## src/inc/msd_regs.vh

```
`ifndef MSD_REGS_VH
`define MSD_REGS_VH

// ----------------------------------------
// Register offsets
// ----------------------------------------
`define MSD_OFS_MODEM_CFG      16'hdf0f
`define MSD_OFS_SPACING_MANT   16'hdf10
`define MSD_OFS_DEVIATION      16'hdf11

// ----------------------------------------
// Reset values
// ----------------------------------------
`define MSD_RST_SPACING_EXP    2'h2
`define MSD_RST_SPACING_MANT   8'hf8
`define MSD_RST_DEV_EXP        3'h4
`define MSD_RST_DEV_MANT       3'h7

// ----------------------------------------
// Field positions
// ----------------------------------------
`define MSD_SPACING_EXP_LSB    0
`define MSD_SPACING_EXP_MSB    1
`define MSD_DEV_MANT_LSB       0
`define MSD_DEV_MANT_MSB       2
`define MSD_DEV_EXP_LSB        4
`define MSD_DEV_EXP_MSB        6

// ----------------------------------------
// Modulation codes
// ----------------------------------------
`define MSD_MOD_2FSK           2'h0
`define MSD_MOD_GFSK           2'h1
`define MSD_MOD_ASK            2'h2
`define MSD_MOD_MSK            2'h3

`endif

```

## src/hdl/msd_regs.v

```verilog
// The address-and-strobe port was chosen for this implementation.
`timescale 1ns/10ps
`include "msd_regs.vh"

// Contract
// - Spacing mantissa resets to 0xf8, spacing is fref/2^18*(256+m)<<e.
// - Frequency is the base plus channel number times spacing.
// - Spacing exponent is bits 1:0 of the modem config, reset binary 10.
// - Deviation resets to e=100, m=111, and is fref/2^17*(8+m)<<e.
// - FSK or GFSK transmit shifts by -deviation for 0 and +deviation for 1.
// - MSK transmit uses it as 1/8..8/8 phase time, +90 on 0, -90 deg on 1.
// - Deviation is ignored for ASK transmit and for MSK or ASK receive.
// - FSK or GFSK receive takes it as the expected incoming deviation.
module msd_regs
#(
  parameter BASE_W = 24,
  parameter OUT_W  = 27
)
(
  // Clock and reset
  input  wire                clk_sys,
  input  wire                resetn,
  // Register port
  input  wire [15:0]         reg_addr,
  input  wire [7:0]          reg_wdata,
  input  wire                reg_wr,
  input  wire                reg_rd,
  output reg  [7:0]          reg_rdata,
  // Modem context
  input  wire [BASE_W-1:0]   base_freq,
  input  wire [7:0]          channel_number,
  input  wire [1:0]          mod_format,
  input  wire                tx_mode,
  input  wire                tx_bit,
  // Derived settings
  output reg  [OUT_W-1:0]    freq_word_q,
  output reg  [11:0]         tx_offset_q,
  output reg  [3:0]          msk_frac_q,
  output reg                 msk_phase_neg_q,
  output reg  [10:0]         rx_dev_q,
  output reg                 rx_dev_valid_q
);

  // ----------------------------------------
  // Register file
  // ----------------------------------------
  reg  [1:0]        spacing_exponent_q;
  reg  [7:0]        spacing_mantissa_q;
  reg  [2:0]        dev_exp_q;
  reg  [2:0]        dev_mant_q;

  wire              sel_cfg;
  wire              sel_mant;
  wire              sel_dev;

  assign sel_cfg  = (reg_addr == `MSD_OFS_MODEM_CFG);
  assign sel_mant = (reg_addr == `MSD_OFS_SPACING_MANT);
  assign sel_dev  = (reg_addr == `MSD_OFS_DEVIATION);

  // Next values; each register reloads itself unless written
  reg  [1:0]        spacing_exponent_d;
  reg  [7:0]        spacing_mantissa_d;
  reg  [2:0]        dev_exp_d;
  reg  [2:0]        dev_mant_d;

  // Writes to unmapped offsets change nothing
  always @*
  begin
    spacing_exponent_d = spacing_exponent_q;
    spacing_mantissa_d = spacing_mantissa_q;
    dev_exp_d          = dev_exp_q;
    dev_mant_d         = dev_mant_q;
    if (reg_wr && sel_cfg)
    begin
      spacing_exponent_d =
        reg_wdata[`MSD_SPACING_EXP_MSB:`MSD_SPACING_EXP_LSB];
    end
    if (reg_wr && sel_mant)
    begin
      spacing_mantissa_d = reg_wdata;
    end
    if (reg_wr && sel_dev)
    begin
      dev_exp_d  = reg_wdata[`MSD_DEV_EXP_MSB:`MSD_DEV_EXP_LSB];
      dev_mant_d = reg_wdata[`MSD_DEV_MANT_MSB:`MSD_DEV_MANT_LSB];
    end
  end

  always @(posedge clk_sys or negedge resetn)
  begin
    if (!resetn)
    begin
      spacing_exponent_q <= `MSD_RST_SPACING_EXP;
    end
    else
    begin
      spacing_exponent_q <= spacing_exponent_d;
    end
  end

  always @(posedge clk_sys or negedge resetn)
  begin
    if (!resetn)
    begin
      spacing_mantissa_q <= `MSD_RST_SPACING_MANT;
    end
    else
    begin
      spacing_mantissa_q <= spacing_mantissa_d;
    end
  end

  always @(posedge clk_sys or negedge resetn)
  begin
    if (!resetn)
    begin
      dev_exp_q  <= `MSD_RST_DEV_EXP;
      dev_mant_q <= `MSD_RST_DEV_MANT;
    end
    else
    begin
      dev_exp_q  <= dev_exp_d;
      dev_mant_q <= dev_mant_d;
    end
  end

  // ----------------------------------------
  // Read path
  // ----------------------------------------
  // Unmapped addresses read zero
  always @(posedge clk_sys or negedge resetn)
  begin
    if (!resetn)
    begin
      reg_rdata <= 8'h00;
    end
    else if (reg_rd)
    begin
      if (sel_cfg)
      begin
        reg_rdata <= {6'h00, spacing_exponent_q};
      end
      else if (sel_mant)
      begin
        reg_rdata <= spacing_mantissa_q;
      end
      else if (sel_dev)
      begin
        reg_rdata <= {1'h0, dev_exp_q, 1'h0, dev_mant_q};
      end
      else
      begin
        reg_rdata <= 8'h00;
      end
    end
    else
    begin
      reg_rdata <= 8'h00;
    end
  end

  // ----------------------------------------
  // Spacing and frequency
  // ----------------------------------------
  // Units of fref/2^18; base given in fref/2^16
  wire [11:0]       spacing;
  wire [19:0]       channel_offset;
  wire [OUT_W-1:0]  freq_d;

  assign spacing = {3'h0, 1'h1, spacing_mantissa_q} << spacing_exponent_q;

  assign channel_offset = {12'h000, channel_number} * {8'h00, spacing};
  assign freq_d = {{(OUT_W-BASE_W-2){1'h0}}, base_freq, 2'h0}
                + {{(OUT_W-20){1'h0}}, channel_offset};

  // ----------------------------------------
  // Deviation
  // ----------------------------------------
  // Units of fref/2^17
  wire [10:0]       deviation;
  wire              is_fsk;
  wire              is_msk;
  wire              fsk_tx;
  wire              msk_tx;
  wire              fsk_rx;
  wire [11:0]       dev_signed;
  wire [11:0]       tx_offset_d;
  wire [3:0]        msk_frac_d;
  wire              msk_phase_neg_d;
  wire [10:0]       rx_dev_d;
  wire              rx_dev_valid_d;

  assign deviation = {7'h00, 1'h1, dev_mant_q} << dev_exp_q;

  assign is_fsk = (mod_format == `MSD_MOD_2FSK) ||
                  (mod_format == `MSD_MOD_GFSK);
  assign is_msk = (mod_format == `MSD_MOD_MSK);
  assign fsk_tx = tx_mode && is_fsk;
  assign msk_tx = tx_mode && is_msk;
  // ASK either way and MSK receive fall through
  assign fsk_rx = !tx_mode && is_fsk;

  assign dev_signed = tx_bit ? {1'h0, deviation}
                             : (12'h000 - {1'h0, deviation});
  assign tx_offset_d = fsk_tx ? dev_signed : 12'h000;
  assign msk_frac_d      = msk_tx ? ({1'h0, dev_mant_q} + 4'h1) : 4'h0;
  assign msk_phase_neg_d = msk_tx && tx_bit;
  // MSK or ASK receive ignores it
  assign rx_dev_d        = fsk_rx ? deviation : 11'h000;
  assign rx_dev_valid_d  = fsk_rx;

  // ----------------------------------------
  // Output registers
  // ----------------------------------------
  // frequency word
  always @(posedge clk_sys or negedge resetn)
  begin
    if (!resetn)
    begin
      freq_word_q <= {OUT_W{1'h0}};
    end
    else
    begin
      freq_word_q <= freq_d;
    end
  end

  always @(posedge clk_sys or negedge resetn)
  begin
    if (!resetn)
    begin
      tx_offset_q <= 12'h000;
    end
    else
    begin
      tx_offset_q <= tx_offset_d;
    end
  end

  always @(posedge clk_sys or negedge resetn)
  begin
    if (!resetn)
    begin
      msk_frac_q <= 4'h0;
    end
    else
    begin
      msk_frac_q <= msk_frac_d;
    end
  end

  always @(posedge clk_sys or negedge resetn)
  begin
    if (!resetn)
    begin
      msk_phase_neg_q <= 1'h0;
    end
    else
    begin
      msk_phase_neg_q <= msk_phase_neg_d;
    end
  end

  always @(posedge clk_sys or negedge resetn)
  begin
    if (!resetn)
    begin
      rx_dev_q <= 11'h000;
    end
    else
    begin
      rx_dev_q <= rx_dev_d;
    end
  end

  always @(posedge clk_sys or negedge resetn)
  begin
    if (!resetn)
    begin
      rx_dev_valid_q <= 1'h0;
    end
    else
    begin
      rx_dev_valid_q <= rx_dev_valid_d;
    end
  end

endmodule

```

## config.mk

```make
export PLATFORM = sky130hd
export DESIGN_NAME = msd_regs
export DESIGN_NICKNAME = d
export VERILOG_FILES = /design/src/hdl/msd_regs.v
export VERILOG_INCLUDE_DIRS = /design/src /design/src/inc
export SDC_FILE = /design/constraint.sdc
export NUM_CORES = 1
export LEC_CHECK = 0
export BUFFER_PORTS_ARGS = -buffer_cell sky130_fd_sc_hd__buf_2
export CAP_MARGIN = 20
export CORE_ASPECT_RATIO = 0.75
export CORE_MARGIN = 10
export CORE_UTILIZATION = 30
export DETAILED_ROUTE_END_ITERATION = 8
export GPL_TIMING_DRIVEN = 0
export SYNTH_ARGS = -nofsm -noshare
export SYNTH_HDL_FRONTEND = slang
export SYNTH_SLANG_ARGS = --single-unit
```

## constraint.sdc

```tcl
create_clock -name clk_sys -period 7.4 [get_ports clk_sys]
set_input_delay 1.48 -clock clk_sys [delete_from_list [all_inputs] [get_ports clk_sys]]
set_output_delay 1.48 -clock clk_sys [all_outputs]
set_load 0.1 [all_outputs]
```

# After elaboration in Yosys (flattened, before gate mapping)
# Index checks and enable logic that the tools add are counted.
# totals
regBits	80
inputBits	64
out_inout_bits	64
# classes
add_sub_neg	3
multipliers	1
eq_ne	5
shifts	2
n_mux	8
n_reduce_logical	10
# op_table
cell	n
$eq A16 B16 Y1 const B	3
$add A26 B20 Y27	1
$mux W12	2
$mux W8	3
$mul A8 B12 Y20	1
$shl A9 B2 Y12	1
$sub A1 B11 Y12 const A	1
$mux W11	1
$shl A4 B3 Y11	1
$logic_and A1 B1 Y1	7
$mux W7	1
$add A3 B1 Y4 const B	1
$mux W4	1
$eq A2 B1 Y1 const B	1
$eq A2 B2 Y1 const B	1
$logic_not A2 Y1	1
$logic_not A1 Y1	1
$logic_or A1 B1 Y1	1

# Logic depth before layout (Yosys ltp)
# Gate-level depths: netlist of the first run.
# depth
ltp_word	5
depth_mapped	20
ltp_nobuf	19

# Worst setup path after synthesis of the first run
# OpenSTA, ideal clock, no wires.
# synth_path
path_type	input to register
start	input channel_number[4]
end	register freq_word_q[25]
setup_ps	131
arrival_time_ps	5534
setup_slack_ps	1734
path_stages	16
n_path_buf	1
cell_sequence	clkbuf_1 -> nand2_1 -> fa_1 -> inv_1 -> fa_1 -> fa_1 -> inv_1 -> fa_1 -> inv_1 -> ha_1 -> and3_4 -> and3_4 -> a211oi_4 -> o21ai_2 -> nor4bb_1 -> or3_1
# synth_via
elab_chain_cells	2
# synth_rtl
item	line	rtl
from (decl)	msd_regs.v:31	input wire [7:0] channel_number,
$mul A8 B12 Y20	msd_regs.v:172	assign channel_offset = {12'h000, channel_number} * {8'h00, spacing};
$add A26 B20 Y27	msd_regs.v:174	+ {{(OUT_W-20){1'h0}}, channel_offset};
net freq_d[25]	msd_regs.v:168	wire [OUT_W-1:0] freq_d;
to (signal assigned)	msd_regs.v:220	freq_word_q <= {OUT_W{1'h0}};
to (signal assigned)	msd_regs.v:224	freq_word_q <= freq_d;
to (decl)	msd_regs.v:36	output reg [OUT_W-1:0] freq_word_q,
# The timed path passes the listed nets, and every way through them passes these cells.
# A chain may end at the register's enable or synchronous reset.

# Worst setup path in the final report of the first run
# layout_path
start	register spacing_exponent_q[1]
end	register freq_word_q[26]
# layout_via
elab_chain_cells	3
# layout_rtl
item	line	rtl
from (decl)	msd_regs.v:47	reg [1:0] spacing_exponent_q;
from (signal assigned)	msd_regs.v:93	spacing_exponent_q <= `MSD_RST_SPACING_EXP;
from (signal assigned)	msd_regs.v:97	spacing_exponent_q <= spacing_exponent_d;
$shl A9 B2 Y12	msd_regs.v:170	assign spacing = {3'h0, 1'h1, spacing_mantissa_q} << spacing_exponent_q;
$mul A8 B12 Y20	msd_regs.v:172	
$add A26 B20 Y27	msd_regs.v:174	
net freq_d[26]	msd_regs.v:168	
# The timed path passes the listed nets, and every way through them passes these cells.

==> impl_metrics.py, run 1 <==
metrics = {
    "critical_path": {
        "path_cells": "clkbuf_1 -> clkbuf_1 -> nand3b_1 -> o21ai_1 -> and2_1 -> fa_1 -> fa_1 -> fa_1 -> inv_1 -> fa_1 -> inv_1 -> ha_1 -> o211ai_1 -> o21ai_1 -> o21ai_1 -> o21ai_1 -> a31oi_1 -> nor3b_1",
        "cpMaxStageDelayCell": "fa_1",
        "start_kind": "flop",
        "cp-end-kind": "flop",
        "rr_endpoint": "freq_word_q[26]$_DFF_PN0_",
        "worstPathArrival_ps": 6600,
        "crit_family": "adder cells",
        "critPathBufInv": 4,
        "crit_start": "spacing_exponent_q[1]$_DFFE_PN1P_",
        "setup.worst_path.end": "freq_word_q[26]$_DFF_PN0_",
        "crit_cells": 18,
        "crit_path_max_fanout": 10,
        "cp.required_ps": 7640,
        "reg2reg_slack_ps": 1040,
        "cpPeakStageDelay_ps": 540,
        "rr_startpoint": "spacing_exponent_q[1]$_DFFE_PN1P_",
        "reg2reg_depth": 18,
        "path_class": "flop to flop",
    },
    "grt": {
        "antenna_found_initial": 0,
        "grt_use_met3_pct": 3.82,
        "grt_pass1_vias": 5529,
        "grt_overflow": 0,
        "gr-usage-met1_pct": 19.3,
        "use_met2_pct": 19.1,
        "grt_max_degree": 70,
        "grt_busiest_layer": "met1",
        "track_usage_pct": 13.3,
        "grt_pass1_wl_um": 31500,
    },
    "pwr": {
        "p_switching_uw": 484,
        "switching_share_pct": 37.3,
        "leakage_uw": 0.00439,
        "power_uw": 1300,
        "powerDensity_mw_per_mm2": 154,
        "clkPwrFrac_pct": 37.2,
        "vdd_drop_max_v": 0.000183,
        "p_int_uw": 815,
        "power_frac_seq_pct": 35.8,
        "comb_power_share_pct": 27.0,
    },
    "timing": {
        "worstMarginPinSlew_ps": 845,
        "fmax_mhz": 157,
        "finalCriticalPeriod_ps": 6360,
        "fin_setup_tns_ps": 0,
        "finalHoldViolations": 0,
        "finalClockSkew_ps": 12.6,
        "finalCritPeriodShare_pct": 85.9,
        "rsz0062_at_grt": "no",
        "max-slew-margin-rel_pct": 43.4,
        "setup_violations": 0,
        "finalMaxSlewViolations": 0,
    },
    "clock_network": {
        "cts_tree": "done",
        "clockBufferDepth": 2,
        "cts_num_sinks": 80,
        "htree_levels": 3,
        "post_cts_buffers": 0,
        "clkLatencyLatePin_ps": 350,
        "post_cts_resized": 0,
        "cts_buffers": 9,
        "root_buffer": "clkbuf_16",
        "clk_pin_slew_worst_paths_ps": 70,
        "holdBufCountCts": 0,
    },
    "final_layout": {
        "fin_area_mm2": 0.00842,
        "n_antenna_cell": 0,
        "final_util_pct": 36.5,
        "final_common_cell": "buf_2",
        "final_cell_mix": "buf_2 (130), inv_1 (123), fa_1 (77)",
        "area_growth_pct": 19.3,
        "fin_cells": 1152,
        "drive_gt1_share_pct": 22.2,
        "nNetsFinal": 1032,
    },
    "yosys": {
        "synth_top_cell_area_share_pct": 24.8,
        "async_flop_share_pct": 100,
        "syn_area_mm2": 0.00706,
        "postSynthCellCount": 707,
        "yosys-top-cells-area": "dfrtp_1 (25%), fa_1 (22%), ha_1 (7.8%)",
        "synth_seq_cells": 80,
        "synth_edf_count": 0,
        "synth_top_cell_by_area": "dfrtp_1",
        "synthFlopType": "dfrtp_1",
        "ys_types": 62,
        "synth_nets": 892,
        "yosysWarningCount": 0,
        "synth-seq-area-share_pct": 28.5,
        "syn_avg_cell_area_um2": 9.99,
    },
    "placed_design": {
        "dp.cells": 1136,
        "port_buffers": 127,
        "hpwl_um": 16100,
        "dpl_cell_area_mm2": 0.00811,
        "finalWeightedCongestion": 0.874,
    },
    "routing": {
        "firstDrtPassIters": 5,
        "vias_per_cell": 4.65,
        "drc": 0,
        "drt_wl_total_um": 19600,
        "wl_per_cell_um": 17.0,
        "ant_nets": 0,
        "num_vias": 5361,
        "drt_iter0_drc": 308,
    },
    "job": {
        "maxCapViolCount": 0,
    },
    "die": {
        "core_mm2": 0.0231,
        "dieArea_mm2": 0.0301,
        "dieWidth_um": 197,
        "io_pins": 128,
        "fp.dieH_um": 153,
        "start_util_pct": 30.6,
        "rows": 48,
    },
    "worst_hold_path": {
        "hp-class": "flop to flop",
    },
    "outcome": {
        "outcome": "finished clean",
    },
}
-- flip-flops by register name, indices dropped and copies added (netlist names) --
name / cells
reg_rdata: 8
msk_phase_neg_q: 1
rx_dev_valid_q: 1
spacing_mantissa_q: 8
spacing_exponent_q: 2
freq_word_q: 27
msk_frac_q: 4
rx_dev_q: 11
dev_mant_q: 3
dev_exp_q: 3
tx_offset_q: 12
-- kinds of logic after synthesis --
kind of cell | Yosys count | synth area share [%]
xor+xnor | 25 | 3.10
flops | 80 | 28.5
fa+ha+maj | 121 | 29.6
mux | 26 | 4.75
buf+inv | 149 | 7.99
simple gates | 216 | 17.4
compound gates | 90 | 8.63
-- synthesized netlist by cell type (all sizes together) (10+ instances only) --
cell,number
inv,123
fa,77
dfrtp,70
and2,54
nand2,50
ha,44
nor2,39
clkbuf,22
a21oi,21
o21ai,17
mux2,16
and3,15
xnor2,15
dfstp,10
xor2,10
-- how the worst min path moves through the flow --
stage                                            from                                 to  slack, ps  cells past startpoint
global placement    spacing_mantissa_q[7]$_DFFE_PN1P_             reg_rdata[7]$_DFF_PN0_        560                      1
floorplan           spacing_mantissa_q[1]$_DFFE_PN0P_  spacing_mantissa_q[1]$_DFFE_PN0P_        530                      1
detailed placement  spacing_mantissa_q[3]$_DFFE_PN1P_             reg_rdata[3]$_DFF_PN0_        560                      1
global route        spacing_mantissa_q[3]$_DFFE_PN1P_             reg_rdata[3]$_DFF_PN0_        600                      1
CTS                 spacing_mantissa_q[3]$_DFFE_PN1P_             reg_rdata[3]$_DFF_PN0_        570                      1
finish              spacing_mantissa_q[3]$_DFFE_PN1P_             reg_rdata[3]$_DFF_PN0_        570                      1
-- routing by layer --
layer / vias to the layer above / wire (um)
li1: 2553 / -
met1: 2653 / 9650
met5: - / 0
met2: 146 / 8460
met4: 0 / 153
met3: 9 / 1350
-- metrics by stage --
| stage | hold WS (ps) | worst slack, ps |
|---|---|---|
| floorplan | 526 | 1730 |
| global placement | 562 | 971 |
| detailed placement | 565 | 937 |
| CTS | 574 | 1020 |
| global route | 596 | 595 |
| finish | 575 | 1040 |
-- layout make-up --
| type | instances | area, um2 |
|---|---|---|
| Fill cell | 2419 | 14600 |
| Multi-Input combinational cell | 478 | 4480 |
| Sequential cell | 80 | 2010 |
| Timing Repair Buffer | 129 | 673 |
| Inverter | 123 | 462 |
| Tap cell | 300 | 375 |
| Clock buffer | 10 | 239 |
| Buffer | 26 | 103 |
| Clock inverter | 6 | 75.1 |
-- power by group through the flow --
stage,Clock (uW),Sequential (uW),Combinational [uW]
after floorplan,0,627,103
after global placement,0,472,348
after detailed placement,0,471,352
after CTS,500,465,354
after global routing,514,466,379
final,484,464,351
No activity file was read; power rests on OpenSTA's default activity.
==> run 2, diff against run 1 <==
MAX_ROUTING_LAYER = met4   (was default)
==> run 2 against run 1 <==
- die area unchanged
- critical path depth unchanged
- sequential share of layout area unchanged
- critical path type unchanged
- highest routed layer unchanged
- fmax down 0.34%
- register-to-register slack worse by 20 ps
- clock power about the same
- cell count unchanged
- largest cell class unchanged
- utilization unchanged
==> impl_metrics.py, run 2 (synthesized netlist as in run 1, its figures left out) <==
metrics = {
    "critical_path": {
        "crit_path_max_fanout": 10,
        "path_class": "flop to flop",
        "worstPathArrival_ps": 6610,
        "cpMaxStageDelayCell": "fa_1",
        "cp.required_ps": 7640,
        "cp-end-kind": "flop",
        "cpPeakStageDelay_ps": 550,
        "start_kind": "flop",
        "path_cells": "clkbuf_1 -> clkbuf_1 -> nand3b_1 -> o21ai_1 -> and2_1 -> fa_1 -> fa_1 -> fa_1 -> inv_1 -> fa_1 -> inv_1 -> ha_1 -> o211ai_1 -> o21ai_1 -> o21ai_1 -> o21ai_1 -> a31oi_1 -> nor3b_1",
    },
    "grt": {
        "grt_overflow": 0,
        "grt_pass1_wl_um": 31500,
        "antenna_found_initial": 0,
        "track_usage_pct": 13.7,
        "grt_pass1_vias": 5527,
        "grt_max_degree": 70,
    },
    "routing": {
        "firstDrtPassIters": 4,
        "drc": 0,
        "ant_nets": 0,
        "vias_per_cell": 4.64,
        "num_vias": 5349,
        "drt_iter0_drc": 298,
        "drt_wl_total_um": 19700,
        "wl_per_cell_um": 17.1,
    },
    "final_layout": {
        "area_growth_pct": 19.3,
        "n_antenna_cell": 0,
        "top_register": "freq_word_q",
        "drive_gt1_share_pct": 22.2,
        "reg_top3": "freq_word_q: 27 flops, tx_offset_q: 12 flops, rx_dev_q: 11 flops",
        "largest_reg_flops": 27,
        "final_cell_mix": "buf_2 (130), inv_1 (123), fa_1 (77)",
        "nFillCells": 2419,
        "multiInputGateArea_mm2": 0.00448,
        "final-seq-area_mm2": 0.00201,
        "nNetsFinal": 1032,
        "fin_cells": 1152,
        "final_common_cell": "buf_2",
    },
    "clock_network": {
        "htree_levels": 3,
        "cts_buffers": 9,
        "clkLatencyLatePin_ps": 350,
        "cts_num_sinks": 80,
        "clockBufferDepth": 2,
        "post_cts_resized": 0,
        "root_buffer": "clkbuf_16",
        "clk_pin_slew_worst_paths_ps": 70,
        "holdBufCountCts": 0,
        "cts_tree": "done",
        "post_cts_buffers": 0,
    },
    "timing": {
        "setup_violations": 0,
        "fin_setup_tns_ps": 0,
        "rsz0062_at_grt": "no",
        "fmax_mhz": 157,
        "finalMaxSlewViolations": 0,
        "max-slew-margin-rel_pct": 43.8,
        "finalHoldViolations": 0,
        "finalCriticalPeriod_ps": 6380,
        "worstMarginPinSlew_ps": 839,
        "finalClockSkew_ps": 12.7,
        "finalCritPeriodShare_pct": 86.2,
        "hold-worst-slack_ps": 572,
    },
    "worst_hold_path": {
        "hp-class": "flop to flop",
    },
    "job": {
        "maxCapViolCount": 0,
    },
    "placed_design": {
        "port_buffers": 127,
        "dp.cells": 1136,
        "hpwl_um": 16100,
        "finalWeightedCongestion": 0.888,
    },
    "outcome": {
        "outcome": "finished clean",
    },
    "die": {
        "core_mm2": 0.0231,
        "dieWidth_um": 197,
        "dieArea_mm2": 0.0301,
        "rows": 48,
        "fp.dieH_um": 153,
        "io_pins": 128,
        "start_util_pct": 30.6,
    },
    "pwr": {
        "p_switching_uw": 483,
        "vdd_drop_max_v": 0.000183,
        "leakage_uw": 0.00439,
        "clkPwrFrac_pct": 37.2,
        "power_uw": 1300,
        "switching_share_pct": 37.2,
        "power_frac_seq_pct": 35.8,
        "p_int_uw": 815,
        "powerDensity_mw_per_mm2": 154,
        "comb_power_share_pct": 27.0,
    },
}
run 2: cell counts in the layout (fill, tap and decap cells not counted):
Identical to the previous run, type by type.
run 2: layout make-up:
type	instances	area share [%]
Buffer	26	1.22
Inverter	123	5.48
Tap cell	300	4.46
Clock buffer	10	2.84
Sequential cell	80	23.9
Clock inverter	6	0.891
Timing Repair Buffer	129	7.99
Multi-Input combinational cell	478	53.2
run 2: metrics by stage:
stage | utilization, % | instance area [um2] | setup slack, ps
2_1_floorplan | - | 7060 | 1730
3_3_place_gp | 35.0 | 8070 | 971
3_5_place_dp | 35.2 | 8110 | 937
4_1_cts | 36.5 | 8420 | 1020
5_1_grt | 36.5 | 8420 | 595
6_report | 36.5 | 8420 | 1020
run 2: routing by layer:
metal | global-route usage, % | wire (um)
met5 | - | 0
met4 | 2.70 | 131
met3 | 3.16 | 1130
met2 | 19.1 | 8500
met1 | 19.6 | 9890
run 2: worst paths after layout:
path                                                    from                           endpoint  slack, ps  cells after the start
setup / recovery           spacing_exponent_q[1]$_DFFE_PN1P_          freq_word_q[26]$_DFF_PN0_       1020                     18
hold / removal             spacing_mantissa_q[7]$_DFFE_PN1P_             reg_rdata[7]$_DFF_PN0_        570                      1
setup reg to reg           spacing_exponent_q[1]$_DFFE_PN1P_          freq_word_q[26]$_DFF_PN0_       1020                     18
hold reg to reg            spacing_mantissa_q[7]$_DFFE_PN1P_             reg_rdata[7]$_DFF_PN0_        570                      1
max in group asynchronous                             resetn  spacing_mantissa_q[3]$_DFFE_PN1P_       5770                      2
min in group asynchronous                             resetn          freq_word_q[18]$_DFF_PN0_        980                      1
run 2: power groups by stage:
stage / combinational (uW) / sequential (uW) / clock (uW)
2_1_floorplan: 103 / 627 / 0
3_3_place_gp: 348 / 472 / 0
3_5_place_dp: 352 / 471 / 0
5_1_grt: 379 / 466 / 512
6_report: 351 / 464 / 482
4_1_cts: 354 / 465 / 500
run 2: worst max-delay path, delay by kind of cell, from the launching register on:
kind	cells	cell delay, ps
AOI/OAI and AO/OA	6	1760
and+or+nand+nor	3	640
DFF	1	520
buffers and inverters	4	910
adders and majority gates	5	2410
==> run 3, diff against run 2 <==
CORE_MARGIN = 4   (was 10)
CORE_UTILIZATION = 58   (was 30)
PLACE_DENSITY = 0.83   (was default)
==> run 3 against run 2 <==
- utilization increased by 34 points
- sequential share of layout area up 0.53 points
- non-clock buffer count down 1
- via count grew 5.6%
- combinational power barely moved
- critical path depth did not move
- first-iteration DRC count increased by 53%
- fmax up 0.81%
- critical path type unchanged
- largest power group unchanged
==> impl_metrics.py, run 3 (synthesized netlist as in run 1, its figures left out) <==
metrics = {
    "die": {
        "dieArea_mm2": 0.0140,
        "core_mm2": 0.0117,
        "io_pins": 128,
        "start_util_pct": 60.1,
        "fp.dieH_um": 104,
        "dieWidth_um": 135,
        "rows": 34,
    },
    "routing": {
        "vias_per_cell": 5.57,
        "num_vias": 5651,
        "drc": 0,
        "drt_iter0_drc": 457,
        "ant_nets": 0,
        "firstDrtPassIters": 5,
        "wl_per_cell_um": 17.1,
        "drt_wl_total_um": 17400,
    },
    "pwr": {
        "powerDensity_mw_per_mm2": 155,
        "vdd_drop_max_v": 0.000157,
        "power_uw": 1280,
        "leakage_uw": 0.00438,
    },
    "clock_network": {
        "holdBufCountCts": 0,
        "cts_num_sinks": 80,
        "htree_levels": 3,
        "post_cts_resized": 0,
        "clockBufferDepth": 2,
        "cts_tree": "done",
        "post_cts_buffers": 0,
        "clk_pin_slew_worst_paths_ps": 70,
        "cts_buffers": 9,
        "clkLatencyLatePin_ps": 340,
        "root_buffer": "clkbuf_16",
    },
    "worst_hold_path": {
        "hp-class": "flop to flop",
    },
    "critical_path": {
        "path_class": "flop to flop",
        "path_cells": "clkbuf_1 -> clkbuf_1 -> nand3b_1 -> o21ai_1 -> and2_1 -> fa_1 -> fa_1 -> fa_1 -> inv_1 -> fa_1 -> inv_1 -> ha_1 -> o211ai_1 -> o21ai_1 -> o21ai_1 -> o21ai_1 -> a31oi_1 -> nor3b_1",
        "cpMaxStageDelayCell": "fa_1",
        "start_kind": "flop",
        "critPathBufInv": 4,
        "worstPathArrival_ps": 6580,
        "crit_path_max_fanout": 10,
        "cp.required_ps": 7650,
        "crit_family": "adder cells",
        "cpPeakStageDelay_ps": 550,
        "cp-end-kind": "flop",
    },
    "grt": {
        "grt_pass1_vias": 5787,
        "antenna_found_initial": 2,
        "grt_max_degree": 63,
        "track_usage_pct": 26.9,
        "grt_overflow": 0,
        "grt_pass1_wl_um": 29400,
    },
    "placed_design": {
        "port_buffers": 127,
        "finalWeightedCongestion": 0.908,
        "hpwl_um": 13600,
    },
    "timing": {
        "rsz0062_at_grt": "no",
        "finalMaxSlewViolations": 0,
        "finalHoldViolations": 0,
        "finalClockSkew_ps": 6.56,
        "finalCriticalPeriod_ps": 6330,
        "max-slew-margin-rel_pct": 43.7,
        "finalCritPeriodShare_pct": 85.5,
        "fmax_mhz": 158,
        "fin_setup_tns_ps": 0,
        "setup_violations": 0,
        "worstMarginPinSlew_ps": 843,
    },
    "final_layout": {
        "final_cell_mix": "buf_2 (130), inv_1 (123), fa_1 (77)",
        "largest_reg_flops": 27,
        "final_common_cell": "buf_2",
        "nNetsFinal": 1031,
        "area_growth_pct": 16.7,
        "drive_gt1_share_pct": 22.1,
        "top_register": "freq_word_q",
        "reg_top3": "freq_word_q: 27 flops, tx_offset_q: 12 flops, rx_dev_q: 11 flops",
    },
    "outcome": {
        "outcome": "finished clean",
    },
    "job": {
        "maxCapViolCount": 0,
    },
}
[run 3: path summary, 6_finish.rpt]
kind | to | start | slack, ps | cells past startpoint
min in group asynchronous | freq_word_q[15]$_DFF_PN0_ | resetn | 1010 | 1
worst max-delay path | freq_word_q[26]$_DFF_PN0_ | spacing_exponent_q[1]$_DFFE_PN1P_ | 1070 | 18
max in group asynchronous | dev_exp_q[2]$_DFFE_PN1P_ | resetn | 5770 | 2
worst max register to register | freq_word_q[26]$_DFF_PN0_ | spacing_exponent_q[1]$_DFFE_PN1P_ | 1070 | 18
worst min-delay path | reg_rdata[7]$_DFF_PN0_ | spacing_mantissa_q[7]$_DFFE_PN1P_ | 560 | 1
worst min register to register | reg_rdata[7]$_DFF_PN0_ | spacing_mantissa_q[7]$_DFFE_PN1P_ | 560 | 1
[run 3: worst reg2reg max path, stage by stage, from the launching register on]
cell,delay (ps)
dfstp_2,520
clkbuf_1,400
clkbuf_1,420
nand3b_1,120
o21ai_1,330
and2_1,250
fa_1,460
fa_1,550
fa_1,550
inv_1,60
fa_1,540
inv_1,50
ha_1,420
o211ai_1,140
o21ai_1,390
o21ai_1,190
o21ai_1,390
a31oi_1,220
nor3b_1,240
[run 3: layer usage]
layer | GRT usage, % | part of all wire, %
met4 | 6.91 | 2.0
met5 | - | 0
met2 | 39.5 | 45
met1 | 38.8 | 44
met3 | 5.47 | 8.8
[run 3: stage by stage]
stage	util, %	setup slack (ps)	instance area, um2	std cells	hold slack (ps)
3_5_place_dp	67.5	1060	7930	997	558
4_1_cts	70.1	1170	8230	1013	566
5_1_grt	70.2	834	8240	1015	586
2_1_floorplan	-	1730	7060	707	526
3_3_place_gp	67.3	1190	7900	996	551
6_report	70.2	1070	8240	1015	564
[run 3: power breakdown]
group / internal (uW) / switching [uW] / leakage (uW)
Clock: 266 / 199 / 0.000148
Combinational: 79.8 / 269 / 0.00321
Sequential: 458 / 5.20 / 0.00102
[run 3: layout make-up]
type / count / area, um2
well taps: 162 / 203
multi-input cells: 478 / 4480
clock inverters: 7 / 80.1
repair buffers: 128 / 666
plain buffers: 26 / 103
fillers: 897 / 3500
inverters: 123 / 462
flip-flops and latches: 80 / 2010
clock buffers: 9 / 225
diodes: 2 / 5.00
